File: src/pll_regs.svh
// Constants for the serial-loaded PLL divider core.
// Assumes a single 20 MHz system clock; serial pins and the VCO input are
// asynchronous and are synchronised inside the core.
`ifndef PLL_REGS_SVH
`define PLL_REGS_SVH
`define REF_DIV_W 16
`define MAIN_DIV_W 10
`define SHIFT_W 17
`define CTRL_BIT_POS 0
`define REF_DIV_RESET 16'hffff
`define MAIN_DIV_RESET 10'h3ff
`define DIV_MIN 5
`define CLOCK_NS 50
`define LOCK_PULSE_NS 200
`define LOCK_PULSE_CYC ((`LOCK_PULSE_NS + `CLOCK_NS - 1) / `CLOCK_NS)
`endif

File: src/pll_pkg.sv
// Types shared by the PLL divider core.
// Assumes the constants header is included by each user.
package pll_pkg;
  typedef struct packed {
    logic clk;
    logic data;
    logic load;
    logic vco;
  } pin_in_t;
  typedef struct packed {
    logic out;
    logic oe;
  } tri_pin_t;
  typedef enum logic [1:0] {PH_EQUAL, PH_UP, PH_DOWN} phase_t;
endpackage

File: src/pll_divider.sv
// One programmable divider: one output pulse per factor input events.
// Assumes count_en_i is a one-cycle event in the clock domain.
`timescale 1ns/1ps
module pll_divider #(
  parameter int WIDTH = 16
) (
  input wire logic clock_i,
  input wire logic rst_n_i,
  input wire logic ce_i,
  input wire logic count_en_i,
  input wire logic [WIDTH-1:0] factor_i,
  output logic tick_o
);
  typedef struct packed {
    logic [WIDTH-1:0] cnt;
    logic tick;
  } div_state_t;
  div_state_t s_q, s_d;

  always_comb begin
    s_d = s_q;
    s_d.tick = 1'b0;
    if (count_en_i) begin
      if (s_q.cnt >= factor_i - WIDTH'(1)) begin
        s_d.cnt = '0;
        s_d.tick = 1'b1;
      end else begin
        s_d.cnt = s_q.cnt + WIDTH'(1);
      end
    end
  end

  always_ff @(posedge clock_i or negedge rst_n_i) begin
    if (!rst_n_i) begin
      s_q <= '0;
    end else if (ce_i) begin
      s_q <= s_d;
    end
  end

  assign tick_o = s_q.tick;
endmodule // pll_divider

File: src/pll_core.sv
// PLL digital core: serial loader, dividers, phase compare, lock flag.
// Assumes serial pins, load strobe and VCO input are asynchronous pins.
`timescale 1ns/1ps
`include "pll_regs.svh"
module pll_core #(
  parameter int REF_W = `REF_DIV_W,
  parameter int MAIN_W = `MAIN_DIV_W,
  parameter int LOCK_CYC = `LOCK_PULSE_CYC
) (
  input wire logic clock_i,
  input wire logic rst_n_i,
  input wire logic ce_i,
  input wire logic ser_clk_i,
  input wire logic ser_data_i,
  input wire logic load_strobe_i,
  input wire logic vco_i,
  input wire logic osc_amp_in_i,
  output logic osc_amp_out_o,
  output logic passive_out_o,
  output logic passive_oe_o,
  output logic active_out_o,
  output logic active_oe_o,
  output logic lock_indicator_o,
  output logic div_monitor_out_o,
  output logic ref_monitor_out_o
);
  localparam int SW = REF_W + 1;

  typedef struct packed {
    pll_pkg::pin_in_t s1;
    pll_pkg::pin_in_t s2;
    pll_pkg::pin_in_t s3;
    logic clk_f;
    logic vco_f;
    logic [SW-1:0] shift;
    logic [REF_W-1:0] ref_lat;
    logic [MAIN_W-1:0] main_lat;
    pll_pkg::phase_t phase;
    logic ref_mon;
    logic div_mon;
    logic osc;
    logic locked;
    logic [7:0] lock_cnt;
    logic [7:0] low_cnt;
  } core_state_t;

  core_state_t s_q, s_d;
  logic ref_tick, div_tick;
  logic ser_rise, vco_rise, load_hi;
  pll_pkg::tri_pin_t pas, act;

  ////////////////////////////////////////////////////////////////////////
  // Pin edges and load level, valid once the second and third stages agree
  assign ser_rise = s_q.s2.clk && s_q.s3.clk && !s_q.clk_f;
  assign vco_rise = s_q.s2.vco && s_q.s3.vco && !s_q.vco_f;
  assign load_hi = s_q.s2.load && s_q.s3.load;

  ////////////////////////////////////////////////////////////////////////
  // Dividers
  pll_divider #(.WIDTH(REF_W)) u_ref_div (
    .clock_i(clock_i),
    .rst_n_i(rst_n_i),
    .ce_i(ce_i),
    .count_en_i(1'b1),
    .factor_i(s_q.ref_lat),
    .tick_o(ref_tick)
  );

  pll_divider #(.WIDTH(MAIN_W)) u_main_div (
    .clock_i(clock_i),
    .rst_n_i(rst_n_i),
    .ce_i(ce_i),
    .count_en_i(vco_rise),
    .factor_i(s_q.main_lat),
    .tick_o(div_tick)
  );

  ////////////////////////////////////////////////////////////////////////
  always_comb begin
    s_d = s_q;
    s_d.s1 = '{clk: ser_clk_i, data: ser_data_i, load: load_strobe_i,
               vco: vco_i};
    s_d.s2 = s_q.s1;
    s_d.s3 = s_q.s2;
    s_d.osc = ~osc_amp_in_i;
    if (s_q.s2.clk == s_q.s3.clk) begin
      s_d.clk_f = s_q.s3.clk;
    end
    if (s_q.s2.vco == s_q.s3.vco) begin
      s_d.vco_f = s_q.s3.vco;
    end
    if (ser_rise) begin
      s_d.shift = {s_q.shift[SW-2:0], s_q.s3.data};
    end
    // Level-sensitive copy; last bit in decides target
    if (load_hi) begin
      if (s_q.shift[`CTRL_BIT_POS]) begin
        s_d.ref_lat = s_q.shift[SW-1:1];
      end else begin
        s_d.main_lat = s_q.shift[MAIN_W:1];
      end
    end
    // Monitors toggle per divider tick: 50% duty copy of each output
    if (ref_tick) begin
      s_d.ref_mon = ~s_q.ref_mon;
    end
    if (div_tick) begin
      s_d.div_mon = ~s_q.div_mon;
    end
    // Phase compare: whichever divider fires first steers until other does
    unique case (s_q.phase)
      pll_pkg::PH_EQUAL: begin
        if (ref_tick && !div_tick) begin
          s_d.phase = pll_pkg::PH_UP;
        end else if (div_tick && !ref_tick) begin
          s_d.phase = pll_pkg::PH_DOWN;
        end
      end
      pll_pkg::PH_UP: begin
        if (div_tick) begin
          s_d.phase = pll_pkg::PH_EQUAL;
        end
      end
      pll_pkg::PH_DOWN: begin
        if (ref_tick) begin
          s_d.phase = pll_pkg::PH_EQUAL;
        end
      end
      default: s_d.phase = pll_pkg::PH_EQUAL;
    endcase
    // Lock: error pulse longer than window drops lock and pulses low
    if (s_q.phase != pll_pkg::PH_EQUAL) begin
      if (s_q.lock_cnt != 8'(LOCK_CYC)) begin
        s_d.lock_cnt = s_q.lock_cnt + 8'h01;
      end else begin
        s_d.low_cnt = 8'(LOCK_CYC);
      end
    end else begin
      s_d.lock_cnt = 8'h00;
    end
    if (s_q.low_cnt != 8'h00) begin
      s_d.low_cnt = s_q.low_cnt - 8'h01;
    end
    s_d.locked = (s_q.low_cnt == 8'h00);
  end

  always_ff @(posedge clock_i or negedge rst_n_i) begin
    if (!rst_n_i) begin
      s_q <= '{ref_lat: `REF_DIV_RESET, main_lat: `MAIN_DIV_RESET,
               phase: pll_pkg::PH_EQUAL, default: '0};
    end else if (ce_i) begin
      s_q <= s_d;
    end
  end

  ////////////////////////////////////////////////////////////////////////
  // Charge-pump pins
  always_comb begin
    pas = '{out: 1'b0, oe: 1'b0};
    act = '{out: 1'b0, oe: 1'b0};
    unique case (s_q.phase)
      pll_pkg::PH_UP: begin
        pas = '{out: 1'b1, oe: 1'b1};
        act = '{out: 1'b0, oe: 1'b1};
      end
      pll_pkg::PH_DOWN: begin
        pas = '{out: 1'b0, oe: 1'b1};
        act = '{out: 1'b1, oe: 1'b1};
      end
      default: begin
        pas = '{out: 1'b0, oe: 1'b0};
        act = '{out: 1'b0, oe: 1'b0};
      end
    endcase
  end

  assign passive_out_o = pas.out;
  assign passive_oe_o = pas.oe;
  assign active_out_o = act.out;
  assign active_oe_o = act.oe;
  assign lock_indicator_o = s_q.locked;
  assign div_monitor_out_o = s_q.div_mon;
  assign ref_monitor_out_o = s_q.ref_mon;
  assign osc_amp_out_o = s_q.osc;
endmodule // pll_core

File: config.mk
export PLATFORM = sky130hd
export DESIGN_NAME = pll_core
export DESIGN_NICKNAME = d
export VERILOG_FILES = /design/src/pll_pkg.sv /design/src/pll_divider.sv /design/src/pll_core.sv
export VERILOG_INCLUDE_DIRS = /design/src
export SDC_FILE = /design/constraint.sdc
export NUM_CORES = 1
export LEC_CHECK = 0
export BUFFER_PORTS_ARGS = -buffer_cell sky130_fd_sc_hd__buf_2
export CORE_MARGIN = 3
export CORE_UTILIZATION = 25
export DETAILED_ROUTE_END_ITERATION = 6
export PLACE_DENSITY = 0.48
export SLEW_MARGIN = 20
export SYNTH_ARGS = -nofsm -noshare
export SYNTH_HDL_FRONTEND = slang
export SYNTH_SLANG_ARGS = --single-unit
File: constraint.sdc
create_clock -name clock_i -period 4.1 [get_ports clock_i]
set_clock_uncertainty 0.2 [all_clocks]
set_input_delay 0.615 -clock clock_i [delete_from_list [all_inputs] [get_ports clock_i]]
set_output_delay 0.615 -clock clock_i [all_outputs]
set_load 0.03 [all_outputs]
==> flow_summary.ini <==
[run_status]
outcome = completed

[cells_and_area]
num-fill-cells = 2220
nNetsFinal = 584
seq_area_um2 = 2710
area_growth_pct = 12.6
multiInputGateArea_um2 = 2830
drive_above_1_share_pct = 22.8
final_util_pct = 28.9
diodes = 0

[worst_setup_path]
crit_cells = 12
cp_num_buf_inv = 1
crit_fanout = 12
path_delay_family = simple AND/OR/NAND/NOR gates
worstSetupEndpointType = flip-flop
cp_data_required_time_ns = 4.13
crit_path_cell_trace = or4_4 -> or3_4 -> nor4_1 -> nand2_1 -> xor2_1 -> ha_1 -> nand2_1 -> nor4_1 -> nand3b_1 -> a31oi_1 -> buf_4 -> nor2_1
crit_type = flip-flop to flip-flop
rr_worst_depth = 12
critical-path-slowest-cell = or4_4
slowest_delay_ns = 0.54
cp-start-kind = flip-flop
cp.arrival_ns = 3.73

[floorplan]
initial_core_util_pct = 25.7
coreArea_um2 = 22100
die-area_um2 = 24500
rows = 54
dieHeight_um = 157
die_w_um = 157
io_pins = 16

[power]
powerDensity_nw_per_um2 = 623
leakage_nw = 2.89
internal_power_mw = 2.49
vdd_ir_drop_max_v = 0.000299
p_switching_mw = 1.49
seqPwrFrac_pct = 38.6
p_sw_share_pct = 37.5
combPwrFrac_pct = 39.9
clkPwrFrac_pct = 21.5

[cts]
cts_inserted_buffers = 9
clockRootBuffer = clkbuf_16
holdBufCountCts = 0
cts_tree = built
cts_sinks = 107
worstSkewPairLatency_ns = 0.34
htreeDepth = 3
cts_resized = 0
post_cts_buffers = 0
path_clk_slew_ns = 0.07
cts_buffer_depth = 2

[grt]
first_global_vias = 3905
gr-total-overflow = 0
grt_max_degree = 59
antenna_found_initial = 0
grt_pass1_wl_mm = 19.7
grtUsageMet2_pct = 16.1
grt_usage_pct = 9.94
met3_usage_pct = 2.05
grt_util_met1_pct = 13.4
grt.busiest_layer = met2

[sta]
finalCritPeriodShare_pct = 90.2
max_slew.worst_pin.slew_ns = 0.904
min_period_ns = 3.70
relSlewSlack_pct = 39.5
setup_violations = 0
clock.fmax_ghz = 0.271
slew_violations = 0
fin_tns_setup_ns = 0
final_hold_viol_count = 0
grt_setup_unrepaired = no

[routing]
drt_iter0_markers = 131
drc = 0
viasPerCell = 4.67
ant_nets = 0
dr.pass1.iters = 4
avgRoutedWirePerCell_um = 13.8
vias = 3831
wirelength_mm = 11.3

[logic_synthesis]
async_reset_ff_share_pct = 100
synth_area_um2 = 5680
synth_area_leaders = dfrtp_1, dfstp_2, mux2_2, ha_1, xnor2_1
synthCells = 516
synth_edf_count = 0
ys_seq_elements = 107
ys_top_cells_by_count = dfrtp_1, mux2_2, nand2_1
synth.top_cell.area_share_pct = 35.7
seq_area_frac_synth_pct = 47.8
synth.distinct_cells = 53
synth_top_area_cell = dfrtp_1
synth_area_per_cell_um2 = 11.0
synth_nets = 565
synth.most_common_cell = dfrtp_1
synth_warnings = 0
ys.flop_type = dfrtp_1

[placed_design]
routabilityCongestion = 0.772
io_buffers = 15
hpwl_mm = 8.24

[min_path]
hp-class = primary input to asynchronous set/reset pin

[run]
maxCapViolCount = 0
-- kinds of logic (layout without fill, tap and decap cells) --
| group | Yosys count | after routing | synth area share [%] |
|---|---|---|---|
| adders and majority gates | 41 | 41 | 9.04 |
| buffers and inverters | 36 | 60 | 2.45 |
| xor gates and xnor gates | 43 | 43 | 6.64 |
| and+or+nand+nor | 156 | 156 | 14.0 |
| AOI/OAI and AO/OA | 74 | 74 | 8.44 |
| DFF | 107 | 107 | 47.8 |
| muxes | 59 | 59 | 11.7 |
-- through the flow --
step           hold slack [ns]  cell area, um^2  worst slack, ns  instances  power, mW
2_1_floorplan            0.119             5680            0.481        516       2.76
3_3_place_gp             0.257             6100            0.408        804       3.09
3_5_place_dp             0.258             6100            0.365        804       3.16
4_1_cts                  0.186             6390            0.376        820       4.04
5_1_grt                  0.220             6390            0.169        820       4.35
6_report                 0.150             6390            0.404        820       3.98
-- placed cells by master, fill, tap and decap left out, drive strengths merged, types with 4 or more instances in the layout --
cell type | Yosys | final
mux2 | 57 | 57
a21oi | 20 | 20
buf | 3 | 22
xnor2 | 24 | 24
o21ai | 18 | 18
a21o | 7 | 7
dfrtp | 81 | 81
dfstp | 26 | 26
nand3 | 21 | 21
nand2b | 7 | 7
a22o | 4 | 4
nand3b | 6 | 6
nor3 | 19 | 19
clkbuf | 11 | 13
nand4 | 6 | 6
or3 | 5 | 5
nor4 | 6 | 6
nand2 | 42 | 42
inv | 21 | 21
o2bb2ai | 4 | 4
nor2 | 26 | 26
and3 | 8 | 8
ha | 41 | 41
xor2 | 19 | 19
-- power by group through the flow --
stage	clock network, mW	logic (mW)	registers [mW]
floorplan	0	1.28	1.49
global placement	0	1.54	1.55
detailed placement	0	1.60	1.56
CTS	0.891	1.61	1.54
global route	0.930	1.84	1.59
finish	0.854	1.59	1.54
-- per-layer routing --
| metal | wire length (um) | share of wire (%) |
|---|---|---|
| met1 | 5620 | 50 |
| met2 | 5330 | 47 |
| met5 | 0 | 0 |
| met3 | 240 | 2.1 |
| met4 | 138 | 1.2 |
-- area by class of cell --
cell class                      instances  area share, %
Multi-Input combinational cell        373           44.2
Sequential cell                       107           42.4
Tap cell                              280           5.48
Clock buffer                           13           4.23
Timing Repair Buffer                   22           2.04
Inverter                               22           1.29
Clock inverter                          3          0.333
-- state kept, by name, indices dropped and copies added (netlist names) --
signal	count
lock_indicator_o	1
u_main_div.s_q	10
ref_monitor_out_o	1
s_d	8
s_q	67
div_monitor_out_o	1
u_ref_div.s_q	16
u_main_div.tick_o	1
u_ref_div.tick_o	1
osc_amp_out_o	1
-- final timing paths --
| path | from | endpoint | slack (ns) |
|---|---|---|---|
| max reg2reg | s_q[40] | u_ref_div.s_q[7] | 0.40 |
| min in group clock_i | osc_amp_in_i | osc_amp_out_o | 0.26 |
| max in group asynchronous | rst_n_i | s_q[23] | 2.73 |
| max | s_q[40] | u_ref_div.s_q[7] | 0.40 |
| min reg2reg | ref_monitor_out_o | ref_monitor_out_o | 0.27 |
| min | rst_n_i | u_main_div.s_q[7] | 0.15 |
(Power assumes the default switching activity.)
